**src/shared/ipc_pkg.sv**
```systemverilog
// constants of the interrupt priority controller
package ipc_pkg;
    // number of maskable interrupt sources
    localparam int IPC_SRC_COUNT = 6;
    // special function register byte addresses
    localparam logic [7:0] IPC_ADDR_IE = 8'ha8;
    localparam logic [7:0] IPC_ADDR_IP = 8'hb8;
    localparam logic [7:0] IPC_ADDR_TIMER_CONTROL_REG = 8'h88;
    // writable interrupt_enable bits
    localparam logic [7:0] IPC_IE_MASK = 8'hbf;
    // writable interrupt_priority bits
    localparam logic [7:0] IPC_IP_MASK = 8'h3f;
    // bits of timer_control_reg kept in this block
    localparam logic [7:0] IPC_TIMER_CONTROL_REG_MASK = 8'haf;
    // reset value of all three registers
    localparam logic [7:0] IPC_REG_RESET = 8'h00;
    // field positions in interrupt_enable and interrupt_priority
    localparam int IPC_GLOBAL_EN_BIT = 7;
    localparam int IPC_EXT0_BIT = 0;
    localparam int IPC_TIMER0_BIT = 1;
    localparam int IPC_EXT1_BIT = 2;
    localparam int IPC_TIMER1_BIT = 3;
    localparam int IPC_SERIAL_BIT = 4;
    localparam int IPC_TIMER2_BIT = 5;
    // field positions in timer_control_reg
    localparam int IPC_TC_EXT0_TYPE = 0;
    localparam int IPC_TC_EXT0_FLAG = 1;
    localparam int IPC_TC_EXT1_TYPE = 2;
    localparam int IPC_TC_EXT1_FLAG = 3;
    localparam int IPC_TC_TIMER0_FLAG = 5;
    localparam int IPC_TC_TIMER1_FLAG = 7;
    // vector addresses, indexed by source number
    localparam logic [5:0][15:0] IPC_VECTOR = {
        16'h002b, 16'h0023, 16'h001b, 16'h0013, 16'h000b, 16'h0003
    };
    // vector used at reset when the byte at zero is programmed
    localparam logic [15:0] IPC_RESET_VECTOR = 16'h0000;
    // erased byte at location zero: start the loader
    localparam logic [7:0] IPC_BLANK_BYTE = 8'hff;
    // least pin level hold, in oscillator cycles
    localparam int IPC_EDGE_HOLD_OSC = 12;
endpackage : ipc_pkg

```
**src/ipc_controller.sv**
```systemverilog
// interrupt enable, priority, flag and vector logic
`timescale 1ns/1ps
// Notes on behaviour
// - vectors 0003h, 000Bh, 0013h for ext0, timer0, ext1
// - vectors 001Bh, 0023h, 002Bh; reset uses 0000h
// - blank byte FFh at zero starts loader
// - global enable bit 7 gates every source
// - enable bits 5..0 per source, bit 6 reserved
// - reset clears whole enable register
// - single bits writable alone
// - trigger type one: falling pin edge requests
// - trigger type zero: low pin level requests
// - external flags set on trigger, software readable
// - edge external flag cleared on vectoring
// - timer rollover requests, not timer zero mode3
// - timer zero/one flags cleared on vectoring
// - timer two request is overflow OR event
// - software writes to flags act like hardware
// - serial flags share request, never auto cleared
// - accepting request sets in-service, jumps vector
// - return instruction clears the in-service level
// - equal level order ext0,timer0,ext1,timer1,serial,timer2
// - priority register bits give high level
module ipc_controller
    import ipc_pkg::*;
#(
    parameter logic [15:0] LOADER_START = 16'hf000
) (
    input wire logic clk_sys,
    input wire logic reset,
    input wire logic [7:0] sfr_addr,
    input wire logic [7:0] sfr_wdata,
    input wire logic sfr_wr,
    input wire logic sfr_rd,
    input wire logic [7:0] sfr_bit_addr,
    input wire logic sfr_bit_val,
    input wire logic sfr_bit_wr,
    output logic [7:0] sfr_rdata,
    input wire logic ext_request_pin_zero,
    input wire logic ext_request_pin_one,
    input wire logic timer0_rollover,
    input wire logic timer0_mode3,
    input wire logic timer1_rollover,
    input wire logic timer2_overflow_flag,
    input wire logic timer2_external_flag,
    input wire logic serial_rx_done_flag,
    input wire logic serial_tx_done_flag,
    input wire logic irq_accept,
    input wire logic return_from_irq,
    input wire logic [7:0] boot_byte_zero,
    output logic irq_request,
    output logic [15:0] irq_vector,
    output logic irq_high_level,
    output logic [1:0] irq_in_service,
    output logic start_vector_valid,
    output logic [15:0] start_vector,
    output logic timer0_overflow_flag,
    output logic timer1_overflow_flag
);
    // all flip-flops in one record
    typedef struct packed {
        logic [7:0] interrupt_enable;   // enable register
        logic [7:0] interrupt_priority; // priority register
        logic [7:0] timer_control_reg;  // flag and trigger type bits
        logic [7:0] rdata;              // registered read data
        logic irq_req;                  // request towards the core
        logic [15:0] vec; // presented vector
        logic [2:0] src; // presented source
        logic hi; // presented level
        logic [1:0] in_service;         // bit 1 high level, bit 0 low level
        logic boot_done;                // start vector has been decided
        logic [15:0] boot_vec;          // decided start vector
    } ipc_state_t;

    ipc_state_t state_reg;  // registered state
    ipc_state_t state_next; // next state

    // synchronised pins and their falling edges
    logic [1:0] pin_level;
    logic [1:0] pin_fall;

    // pending requests split by level, and the winner
    logic [IPC_SRC_COUNT-1:0] req_all;
    logic [IPC_SRC_COUNT-1:0] req_high;
    logic [IPC_SRC_COUNT-1:0] req_low;
    logic pick_valid;
    logic pick_high;
    logic [2:0] pick_index;

    // bit address falls inside the register at base
    function automatic logic ipc_bit_hit(input logic [7:0] bit_addr,
                                         input logic [7:0] base);
        ipc_bit_hit = (bit_addr[7:3] == base[7:3]);
    endfunction : ipc_bit_hit

    // byte or single bit write to one register
    function automatic logic [7:0] ipc_apply(input logic [7:0] cur,
                                             input logic [7:0] base,
                                             input logic [7:0] mask);
        logic [7:0] val;
        val = cur;
        if (sfr_wr && (sfr_addr == base)) begin
            val = sfr_wdata;
        end else if (sfr_bit_wr && ipc_bit_hit(sfr_bit_addr, base)) begin
            val[sfr_bit_addr[2:0]] = sfr_bit_val;
        end
        ipc_apply = val & mask;
    endfunction : ipc_apply

    // request pins pass two flip-flops before use
    ipc_pin_sync #(
        .WIDTH(2)
    ) u_pin_sync (
        .clk_sys(clk_sys),
        .reset(reset),
        .pin_async({ext_request_pin_one, ext_request_pin_zero}),
        .pin_level(pin_level),
        .pin_fall(pin_fall)
    );

    // gather the enabled requests from the flags
    always_comb begin
        req_all[IPC_EXT0_BIT] = state_reg.timer_control_reg[IPC_TC_EXT0_FLAG];
        req_all[IPC_TIMER0_BIT] = state_reg.timer_control_reg[IPC_TC_TIMER0_FLAG];
        req_all[IPC_EXT1_BIT] = state_reg.timer_control_reg[IPC_TC_EXT1_FLAG];
        req_all[IPC_TIMER1_BIT] = state_reg.timer_control_reg[IPC_TC_TIMER1_FLAG];
        // receive and transmit share one request
        req_all[IPC_SERIAL_BIT] = serial_rx_done_flag | serial_tx_done_flag;
        // overflow and external event share one request
        req_all[IPC_TIMER2_BIT] = timer2_overflow_flag | timer2_external_flag;
        // per-source gate, then the global gate
        req_all = req_all & state_reg.interrupt_enable[IPC_SRC_COUNT-1:0];
        if (!state_reg.interrupt_enable[IPC_GLOBAL_EN_BIT]) begin
            req_all = '0;
        end
        // high level only while no high routine runs
        req_high = req_all & state_reg.interrupt_priority[IPC_SRC_COUNT-1:0];
        if (state_reg.in_service[1]) begin
            req_high = '0;
        end
        // low level only while nothing runs at all
        req_low = req_all & ~state_reg.interrupt_priority[IPC_SRC_COUNT-1:0];
        if (state_reg.in_service != 2'b00) begin
            req_low = '0;
        end
    end

    // pick the winner; natural order inside each level
    ipc_prio_pick #(
        .SRC(IPC_SRC_COUNT)
    ) u_prio_pick (
        .req_high(req_high),
        .req_low(req_low),
        .pick_valid(pick_valid),
        .pick_high(pick_high),
        .pick_index(pick_index)
    );

    // next state of every register
    always_comb begin
        logic tc_edge0;
        logic tc_edge1;
        logic set_ext0;
        logic set_ext1;
        logic set_tf0;
        logic set_tf1;
        logic clr_ext0;
        logic clr_ext1;
        logic clr_tf0;
        logic clr_tf1;
        state_next = state_reg;
        tc_edge0 = state_reg.timer_control_reg[IPC_TC_EXT0_TYPE];
        tc_edge1 = state_reg.timer_control_reg[IPC_TC_EXT1_TYPE];

        // software byte and bit writes
        state_next.interrupt_enable = ipc_apply(state_reg.interrupt_enable,
                                                IPC_ADDR_IE, IPC_IE_MASK);
        state_next.interrupt_priority = ipc_apply(state_reg.interrupt_priority,
                                                  IPC_ADDR_IP, IPC_IP_MASK);
        // flag writes act like hardware
        state_next.timer_control_reg = ipc_apply(state_reg.timer_control_reg,
                                                 IPC_ADDR_TIMER_CONTROL_REG, IPC_TIMER_CONTROL_REG_MASK);

        // hardware sets: edge or level per trigger type
        set_ext0 = tc_edge0 ? pin_fall[0] : ~pin_level[0];
        set_ext1 = tc_edge1 ? pin_fall[1] : ~pin_level[1];
        // timer zero in mode 3 does not request
        set_tf0 = timer0_rollover & ~timer0_mode3;
        set_tf1 = timer1_rollover;

        // clears on vectoring; level external flags are left alone
        clr_ext0 = irq_accept && state_reg.src == 3'(IPC_EXT0_BIT) && tc_edge0;
        clr_ext1 = irq_accept && state_reg.src == 3'(IPC_EXT1_BIT) && tc_edge1;
        clr_tf0 = irq_accept && state_reg.src == 3'(IPC_TIMER0_BIT);
        clr_tf1 = irq_accept && state_reg.src == 3'(IPC_TIMER1_BIT);

        // clear, then set: a same-cycle event wins
        if (clr_ext0) begin
            state_next.timer_control_reg[IPC_TC_EXT0_FLAG] = 1'b0;
        end
        if (clr_ext1) begin
            state_next.timer_control_reg[IPC_TC_EXT1_FLAG] = 1'b0;
        end
        if (clr_tf0) begin
            state_next.timer_control_reg[IPC_TC_TIMER0_FLAG] = 1'b0;
        end
        if (clr_tf1) begin
            state_next.timer_control_reg[IPC_TC_TIMER1_FLAG] = 1'b0;
        end
        if (set_ext0) begin
            state_next.timer_control_reg[IPC_TC_EXT0_FLAG] = 1'b1;
        end
        if (set_ext1) begin
            state_next.timer_control_reg[IPC_TC_EXT1_FLAG] = 1'b1;
        end
        if (set_tf0) begin
            state_next.timer_control_reg[IPC_TC_TIMER0_FLAG] = 1'b1;
        end
        if (set_tf1) begin
            state_next.timer_control_reg[IPC_TC_TIMER1_FLAG] = 1'b1;
        end

        // accept sets a level, return clears the top one
        if (irq_accept && state_reg.irq_req) begin
            if (state_reg.hi) begin
                state_next.in_service[1] = 1'b1;
            end else begin
                state_next.in_service[0] = 1'b1;
            end
        end else if (return_from_irq) begin
            if (state_reg.in_service[1]) begin
                state_next.in_service[1] = 1'b0;
            end else begin
                state_next.in_service[0] = 1'b0;
            end
        end

        // present the winner; drop it when taken
        if (irq_accept) begin
            state_next.irq_req = 1'b0;
        end else begin
            state_next.irq_req = pick_valid;
            state_next.src = pick_index;
            state_next.hi = pick_high;
            state_next.vec = IPC_VECTOR[pick_index];
        end

        // registered read; unmapped reads zero
        if (!sfr_rd) begin
            state_next.rdata = state_reg.rdata;
        end else if (sfr_addr == IPC_ADDR_IE) begin
            state_next.rdata = state_reg.interrupt_enable;
        end else if (sfr_addr == IPC_ADDR_IP) begin
            state_next.rdata = state_reg.interrupt_priority;
        end else if (sfr_addr == IPC_ADDR_TIMER_CONTROL_REG) begin
            state_next.rdata = state_reg.timer_control_reg;
        end else begin
            state_next.rdata = 8'h00;
        end

        // choose the start vector once, one edge after reset release
        if (!state_reg.boot_done) begin
            state_next.boot_done = 1'b1;
            if (boot_byte_zero == IPC_BLANK_BYTE) begin
                state_next.boot_vec = LOADER_START;
            end else begin
                state_next.boot_vec = IPC_RESET_VECTOR;
            end
        end
    end

    // the single state register
    always_ff @(posedge clk_sys or posedge reset) begin
        if (reset) begin
            state_reg.interrupt_enable <= IPC_REG_RESET;
            state_reg.interrupt_priority <= IPC_REG_RESET;
            state_reg.timer_control_reg <= IPC_REG_RESET;
            state_reg.rdata <= 8'h00;
            state_reg.irq_req <= 1'b0;
            state_reg.vec <= IPC_RESET_VECTOR;
            state_reg.src <= 3'h0;
            state_reg.hi <= 1'b0;
            state_reg.in_service <= 2'b00;
            state_reg.boot_done <= 1'b0;
            state_reg.boot_vec <= IPC_RESET_VECTOR;
        end else begin
            state_reg <= state_next;
        end
    end

    // outputs from the flip-flops
    assign sfr_rdata = state_reg.rdata;
    assign irq_request = state_reg.irq_req;
    assign irq_vector = state_reg.vec;
    assign irq_high_level = state_reg.hi;
    assign irq_in_service = state_reg.in_service;
    assign start_vector_valid = state_reg.boot_done;
    assign start_vector = state_reg.boot_vec;
    assign timer0_overflow_flag = state_reg.timer_control_reg[IPC_TC_TIMER0_FLAG];
    assign timer1_overflow_flag = state_reg.timer_control_reg[IPC_TC_TIMER1_FLAG];
endmodule : ipc_controller

```
**src/ipc_pin_sync.sv**
```systemverilog
// two-flop synchroniser and fall detector for pins
`timescale 1ns/1ps
module ipc_pin_sync #(
    parameter int WIDTH = 2
) (
    input wire logic clk_sys,
    input wire logic reset,
    input wire logic [WIDTH-1:0] pin_async,
    output logic [WIDTH-1:0] pin_level,
    output logic [WIDTH-1:0] pin_fall
);
    // two stages synchronise, a third sees the edge
    logic [WIDTH-1:0] stage1_reg;
    logic [WIDTH-1:0] stage2_reg;
    logic [WIDTH-1:0] stage3_reg;

    genvar g;
    generate
        for (g = 0; g < WIDTH; g++) begin : g_pin
            // idle pins are high, so reset to high to avoid a false edge
            always_ff @(posedge clk_sys or posedge reset) begin
                if (reset) begin
                    stage1_reg[g] <= 1'b1;
                    stage2_reg[g] <= 1'b1;
                    stage3_reg[g] <= 1'b1;
                end else begin
                    stage1_reg[g] <= pin_async[g];
                    stage2_reg[g] <= stage1_reg[g];
                    stage3_reg[g] <= stage2_reg[g];
                end
            end
            // only the second and third stages are looked at
            assign pin_level[g] = stage2_reg[g];
            assign pin_fall[g] = stage3_reg[g] & ~stage2_reg[g];
        end
    endgenerate
endmodule : ipc_pin_sync

```
**src/ipc_prio_pick.sv**
```systemverilog
// two-level priority picker over the pending sources
`timescale 1ns/1ps
module ipc_prio_pick #(
    parameter int SRC = 6
) (
    input wire logic [SRC-1:0] req_high,
    input wire logic [SRC-1:0] req_low,
    output logic pick_valid,
    output logic pick_high,
    output logic [2:0] pick_index
);
    // high level first, lowest index within a level
    always_comb begin
        pick_valid = 1'b0;
        pick_high = 1'b0;
        pick_index = 3'h0;
        for (int i = SRC - 1; i >= 0; i--) begin
            if (req_low[i]) begin
                pick_valid = 1'b1;
                pick_index = 3'(i);
            end
        end
        for (int i = SRC - 1; i >= 0; i--) begin
            if (req_high[i]) begin
                pick_valid = 1'b1;
                pick_high = 1'b1;
                pick_index = 3'(i);
            end
        end
    end
endmodule : ipc_prio_pick

```
**config.mk**
```make
export PLATFORM = sky130hd
export DESIGN_NAME = ipc_controller
export DESIGN_NICKNAME = d
export VERILOG_FILES = /design/src/shared/ipc_pkg.sv /design/src/ipc_controller.sv /design/src/ipc_pin_sync.sv /design/src/ipc_prio_pick.sv
export SDC_FILE = /design/constraint.sdc
export NUM_CORES = 1
export LEC_CHECK = 0
export CORE_MARGIN = 8
export CORE_UTILIZATION = 40
export CTS_BUF_LIST = sky130_fd_sc_hd__clkbuf_8
export DETAILED_ROUTE_END_ITERATION = 8
export DONT_BUFFER_PORTS = 1
export GPL_ROUTABILITY_DRIVEN = 0
export SLEW_MARGIN = 40
export SYNTH_ARGS = -nofsm -noshare
export SYNTH_HDL_FRONTEND = slang
export SYNTH_SLANG_ARGS = --single-unit
```
**constraint.sdc**
```tcl
create_clock -name clk_sys -period 1.7 [get_ports clk_sys]
set_input_delay 0.425 -clock clk_sys [delete_from_list [all_inputs] [get_ports clk_sys]]
set_output_delay 0.425 -clock clk_sys [all_outputs]
set_load 0.01 [all_outputs]
```
==> results of run 1 <==
power groups by stage:
| stage | Sequential (mW) | Combinational (mW) | Clock [mW] |
|---|---|---|---|
| after detailed placement | 1.17 | 0.234 | 0 |
| after floorplan | 1.14 | 0.256 | 0 |
| after CTS | 1.15 | 0.235 | 0.833 |
| after global placement | 1.17 | 0.231 | 0 |
| after global routing | 1.16 | 0.272 | 0.866 |
| final | 1.15 | 0.237 | 0.799 |
cell usage after synthesis, drive strengths merged (2+ instances only):
master,instances
or3b,2
dfstp,6
nand3b,6
and3,2
a31oi,2
conb,2
dfrtp,37
o2bb2ai,2
nor2,28
nor3b,3
nand2,32
mux2,3
a21o,2
o21ai,20
o22ai,7
clkbuf,8
nand2b,3
inv,11
nand4b,3
o21a,3
nand4,5
or2,3
buf,49
nor2b,4
nor3,6
and2,2
nand3,12
a21oi,17
mux2i,26
critical path, stage by stage (launching register included):
cell                       delay, ns
sky130_fd_sc_hd__dfrtp_1        0.38
sky130_fd_sc_hd__buf_4          0.15
sky130_fd_sc_hd__nand2b_2       0.22
sky130_fd_sc_hd__or2_2          0.32
sky130_fd_sc_hd__a21oi_1        0.14
sky130_fd_sc_hd__o21ai_0        0.09
sky130_fd_sc_hd__a31oi_1        0.17
metrics by stage:
stage | utilization, % | cells
floorplan | - | 340
global placement | 39.8 | 378
detailed placement | 39.8 | 378
CTS | 41.5 | 386
global route | 41.6 | 386
finish | 41.6 | 386
kinds of logic (layout without fill, tap and decap cells):
group	after synthesis	in the layout	synth area share, %
simple gates	116	116	21.9
mux	29	29	10.6
compound gates	59	59	12.6
flops	43	43	39.2
buf+inv	68	34	15.4
other cells	2	25	0.272
per-layer routing:
| metal | global-route usage [%] | routed length, um | vias to the layer above |
|---|---|---|---|
| met1 | 16.5 | 2810 | 924 |
| met4 | 2.79 | 35 | 0 |
| li1 | - | - | 1000 |
| met5 | 0 | 0 | - |
| met2 | 22.7 | 3060 | 88 |
| met3 | 6.08 | 863 | 4 |
how the worst max path moves through the flow:
| stage | slack, ns | cells after the start | start | to |
|---|---|---|---|---|
| after floorplan | 0.09 | 5 | sfr_bit_addr[6] | timer1_overflow_flag |
| after global placement | -0.05 | 6 | sfr_addr[2] | timer0_overflow_flag |
| after detailed placement | -0.07 | 6 | sfr_addr[2] | state_reg[48] |
| after CTS | 0.08 | 5 | irq_in_service[1] | irq_vector[4] |
| after global routing | 0.003 | 6 | irq_in_service[1] | state_reg[20] |
| final | 0.15 | 6 | irq_in_service[1] | state_reg[20] |
layout make-up:
type	instances	area [sq um]	share of cell area, %
Clock inverter	3	43.8	1.56
Tap cell	80	100	3.56
Multi-Input combinational cell	229	1350	47.9
Sequential cell	43	1080	38.6
Inverter	11	41.3	1.47
Timing Repair Buffer	15	125	4.45
Clock buffer	5	68.8	2.45
==> metrics, run 1 <==
cell-internal power 1.62 mW; die footprint 0.00983 sq mm; library cell used as clock root buffer sky130_fd_sc_hd__clkbuf_8; number of global-route vias before repair 2063; Max Clock Skew 0.00849 ns; warnings from Yosys 0; Die Height 99.1 um; HPWL after detailed placement 5.24 mm; H-tree level count 2; area overhead of the layout relative to synthesis 1.63%; drc violations 0; number of register bits inferred by synthesis 43; cell area after placement 0.00269 sq mm; total number of clock tree sinks 43; switching power 0.565 mW; count of port buffers added during placement 0; TritonCTS clock tree done; cell area after layout 0.00281 sq mm; Post-Route Hold Slack 0.0286 ns; GRT overflow 0; placeable core region 0.00676 sq mm; Comb pwr share 10.9%; source-to-sink clock delay at the later pin of the worst-skew pair 0.30 ns; synth top area cells sky130_fd_sc_hd__dfrtp_1 33%, sky130_fd_sc_hd__buf_4 12%, sky130_fd_sc_hd__mux2i_1 9.4%, sky130_fd_sc_hd__dfstp_2 5.7%, sky130_fd_sc_hd__nand2_1 4.3%; result of the run completed; final antenna-violating net count 0; path class of the lowest-slack min-delay path in2async; flip-flop count of the largest register, all copies and words added 19; nets 354; startpoint class of the critical path register; number of failing setup endpoints in the final timing report 0; final number of max-transition violations 0; number of antenna violations at the first check in global routing 0; Post-Synthesis Cells 317; Distinct cells, synth 47; switching part of the total 25.8%; critical path class reg2reg; iteration-0 DRC count of the detailed router 172; drt total wl 6.77 mm; CTS max path bufs 2; layout filler cell count 675; worst setup margin 0.152 ns; share of power burned in registers 52.6%; routed vias 2016; power share of the clock group 36.5%; maximum number of pins on one net before global-route repair 44; count of hold-fix buffers inserted at cts 0; Highest Clock Rate 646 MHz; leakage power of the design 1.30 nW; first-pass GRT wire length 10.9 mm; final hold viol count 0; largest area contributor in the synthesized netlist sky130_fd_sc_hd__dfrtp_1; I/O pin count 96; total standard cell area after synthesis 0.00276 sq mm; vias per inst 5.22; max-cap viol count 0; largest voltage drop on the vdd net 396 uV; fraction of synthesized cell area taken by the top area cell type 33.5%; layout cells sized above 1 13.1%; Std-Cell Rows 30; number of synthesized flops with an enable pin 0; sequential cell area fraction in the yosys report 39.2%; Data required, critical path 1.91 ns; RR Startpoint irq_in_service[1]; Max Fanout on Critical Path 7; total of cells resized after clock tree synthesis 0; Setup crit end kind register; commonest non-fill, non-tap cell in the layout sky130_fd_sc_hd__dfrtp_1; ys async rst share 100%; flop-to-flop setup slack 0.15 ns; setup slack at placement -0.0662 ns; final worst path period need 1.55 ns; reg2reg end state_reg[20]; commonest non-fill, non-tap cells in the layout 37 x sky130_fd_sc_hd__dfrtp_1, 32 x sky130_fd_sc_hd__nand2_1, 28 x sky130_fd_sc_hd__nor2_1; data arrival at the endpoint of the critical path 1.76 ns; mean cell area of the mapped netlist 8.72 sq um; die boundary width 99.1 um; number of CTS-inserted buffers 5; antenna diode instance count 0; Design Power 2.19 mW; RSZ-0062 raised after global routing no; starting utilization of the core area 40.9%; count of cells along the worst register-to-register path 6; first-pass iteration count of the detailed router 4; post-CTS setup buffers 0; clock-pin slew reported for the worst setup and hold paths after clock tree synthesis 0.08 ns; Pwr per Cell Area 779 mW/mm^2; top flip-flop cell by instance count after synthesis sky130_fd_sc_hd__dfrtp_1; Wirelength per Cell 17.5 um; Tcrit/Tclk final 91.0%; Setup Total Neg Slack 0 ns; total track usage 13.9%
Power figures use the tool's default switching activity.
==> run 2, diff against run 1 <==
--- a/config.mk
+++ b/config.mk
@@ -5,12 +5,14 @@
 export SDC_FILE = /design/constraint.sdc
 export NUM_CORES = 1
 export LEC_CHECK = 0
+export ABC_AREA = 1
 export CORE_MARGIN = 8
 export CORE_UTILIZATION = 40
 export CTS_BUF_LIST = sky130_fd_sc_hd__clkbuf_8
 export DETAILED_ROUTE_END_ITERATION = 8
 export DONT_BUFFER_PORTS = 1
 export GPL_ROUTABILITY_DRIVEN = 0
+export MAX_ROUTING_LAYER = met4
 export SLEW_MARGIN = 40
 export SYNTH_ARGS = -nofsm -noshare
 export SYNTH_HDL_FRONTEND = slang
==> metrics, run 2 <==
result of the run completed; flip-flop and latch area 0.00109 sq mm (+0.35%); Post-Route Hold Slack 0.0489 ns (+0.0203 ns); sequential cell area fraction in the yosys report 38.7% (-0.53 points); die boundary width 99.7 um (+0.56%); RR Startpoint irq_in_service[0]; global routing met1 resource utilization 18.4% (+1.8 points); cell area after layout 0.00296 sq mm (+5.3%); vias per inst 4.98 (-4.7%); GRT overflow 0 (unchanged); number of placed cells counting well taps 455 (+20%); Highest Clock Rate 659 MHz (+2.0%); commonest non-fill, non-tap cells in the layout 79 x sky130_fd_sc_hd__nand2_1, 48 x sky130_fd_sc_hd__inv_1, 34 x sky130_fd_sc_hd__dfrtp_1; H-tree level count 2 (unchanged); met2 routing resource usage after global routing 23.8% (+1.0 points); largest voltage drop on the vdd net 489 uV (+23%); cell area after placement 0.00277 sq mm (+3.0%); Pwr per Cell Area 977 mW/mm^2 (+25%); final hold viol count 0 (unchanged); layout cells sized above 1 16.1% (+3.0 points); iteration-0 DRC count of the detailed router 166 (-3.5%); clock-pin slew reported for the worst setup and hold paths after clock tree synthesis 0.08 ns (about the same); data arrival at the endpoint of the critical path 1.71 ns (-0.05 ns); final instance count without filler cells 469 (+22%); most common library cells after synthesis 80 x sky130_fd_sc_hd__nand2_1, 49 x sky130_fd_sc_hd__inv_1, 42 x sky130_fd_sc_hd__buf_4, 37 x sky130_fd_sc_hd__dfrtp_1, 26 x sky130_fd_sc_hd__nor2_1; Setup crit end kind register; worst-path cell with the longest stage delay sky130_fd_sc_hd__dfrtp_2; Data required, critical path 1.89 ns (-0.02 ns); fraction of synthesized cell area taken by the top area cell type 33.1% (-0.45 points); number of antenna violations at the first check in global routing 0 (unchanged); largest area contributor in the synthesized netlist sky130_fd_sc_hd__dfrtp_1; starting utilization of the core area 41.2% (+0.33 points); CTS max path bufs 2 (unchanged); layout filler cell count 691 (+2.4%); Post-Synthesis Cells 370 (+17%); cell with the most instances on the worst path sky130_fd_sc_hd__nand2_1; top flip-flop cell by instance count after synthesis sky130_fd_sc_hd__dfrtp_1; library cell used as clock root buffer sky130_fd_sc_hd__clkbuf_8; drt total wl 7.20 mm (+6.3%); multi-input combinational cell area 0.00126 sq mm (-6.1%); final core occ 43.5% (+2.0 points); path class of the lowest-slack min-delay path in2async; Setup Total Neg Slack 0 ns (unchanged); cell-by-cell trace of the critical path inv_2 > nand2_2 > nor2_1 > nand2_1 > nand2_1 > nand2_1 > nand2_1 > nand2_1 > nand2_1 > nand2_1 > nand2_1 > nand2_1 > nand2_1 > nand2_1 > nand2_1 > nand2_1; HPWL after detailed placement 5.73 mm (+9.3%); number of CTS-inserted buffers 5 (unchanged); startpoint class of the critical path register; max-cap viol count 0 (unchanged); maximum number of pins on one net before global-route repair 44 (unchanged); Distinct cells, synth 39 (-17%); TritonCTS clock tree done; Max Clock Skew 0.00657 ns (-0.00192 ns); routed vias 2335 (+16%); final number of max-transition violations 0 (unchanged); library cell with the highest instance count after synthesis sky130_fd_sc_hd__nand2_1; Wirelength per Cell 15.3 um (-13%); placeable core region 0.00679 sq mm (+0.56%); antenna diode instance count 0 (unchanged); reg2reg end state_reg[20]; nets 421 (+19%); GRT met3 Usage 4.40% (-1.7 points); flip-flop count of the largest register, all copies and words added 19 (unchanged); mean cell area of the mapped netlist 7.57 sq um (-13%); first-pass GRT wire length 11.5 mm (+6.3%); ys async rst share 100% (unchanged); warnings from Yosys 0 (unchanged); source-to-sink clock delay at the later pin of the worst-skew pair 0.29 ns (about the same); synth top area cells sky130_fd_sc_hd__dfrtp_1 33%, sky130_fd_sc_hd__buf_4 11%, sky130_fd_sc_hd__nand2_1 11%, sky130_fd_sc_hd__inv_1 6.6%, sky130_fd_sc_hd__dfstp_2 5.6%; Tcrit/Tclk final 89.3% (-1.8 points); first-pass iteration count of the detailed router 6 (+2); total track usage 14.9% (+1.0 points); die footprint 0.00994 sq mm (+1.1%); area overhead of the layout relative to synthesis 5.58%; Max stage delay on crit path 0.47 ns (+0.09 ns); Std-Cell Rows 30 (unchanged); final worst path period need 1.52 ns (-0.0298 ns); setup slack at placement 0.0663 ns (+0.133 ns); RSZ-0062 raised after global routing yes; most congested layer reported by global routing met2; number of failing setup endpoints in the final timing report 0 (unchanged); count of hold-fix buffers inserted at cts 0 (unchanged); commonest non-fill, non-tap cell in the layout sky130_fd_sc_hd__nand2_1; drc violations 0 (unchanged); Slew @ Worst Pin 0.495 ns; Design Power 2.89 mW (+32%); number of global-route vias before repair 2297 (+11%); worst setup margin 0.182 ns (+0.0298 ns); Die Height 99.7 um (+0.56%); final antenna-violating net count 0 (unchanged); worst slew margin relative to its limit 66.8%; leakage power of the design 1.42 nW (+8.5%); count of cells along the worst register-to-register path 16 (+10); total number of clock tree sinks 43 (unchanged); flop-to-flop setup slack 0.18 ns (+0.03 ns); number of synthesized flops with an enable pin 0 (unchanged); Max Fanout on Critical Path 3 (-4); count of port buffers added during placement 0 (unchanged); total standard cell area after synthesis 0.00280 sq mm (+1.4%); critical path class reg2reg; number of register bits inferred by synthesis 43 (unchanged); I/O pin count 96 (unchanged)
run 2: cell types whose count changed after synthesis, sizes merged, moves of 7 or more:
cell,previous run,this run
o211ai,0,7
nand3,12,20
inv,11,57
nor3,6,16
nand2,32,82
mux2i,26,0
buf,49,42
run 2: report_power, final:
part | switching, mW | internal (mW)
clock | 0.361 | 0.581
sequential | 0.151 | 1.15
combinational | 0.385 | 0.261
run 2: layer usage:
metal	part of all wire, %	wire, um
met5	0	0
met4	0.69	50
met3	8.2	591
met2	45	3240
met1	46	3320
run 2: area by class of cell:
cell class	count	share of cell area, %
clock buffer	5	2.33
clock inverter	3	2.16
inverter	58	7.49
multi-input combinational	248	42.7
sequential	43	36.8
tap	96	4.06
timing repair buffer	16	4.48
run 2: cell families (layout without fill, tap and decap cells):
kind of cell,after synthesis,in the layout,share of synthesized area (%)
DFF,43,43,38.7
other,2,25,0.268
buffers and inverters,102,82,19.4
AOI/OAI and AO/OA,64,64,14.6
and+or+nand+nor,159,159,27.0
run 2: worst max-delay path by stage:
stage                     cells past startpoint              start  slack, ns                    to
after floorplan                               8        sfr_addr[6]       0.24         state_reg[67]
after global placement                        9    sfr_bit_addr[3]       0.10  timer0_overflow_flag
after detailed placement                      9    sfr_bit_addr[3]       0.07  timer0_overflow_flag
after CTS                                    16  irq_in_service[1]       0.09         state_reg[20]
after global routing                         16  irq_in_service[0]      -0.02         state_reg[20]
final                                        16  irq_in_service[0]       0.18         state_reg[20]
run 2: repair_timing:
item                                    CTS  global route
endpoints found under the setup margin    0             1
endpoints found under the hold margin     0             0
setup buffers                             0             6
resized for setup                         0             6
run 2: critical path, delay by kind of cell, from the launching register on:
| kind | cells | cell delay (ns) |
|---|---|---|
| buf+inv | 1 | 0.08 |
| flops | 1 | 0.47 |
| simple gates | 15 | 0.88 |
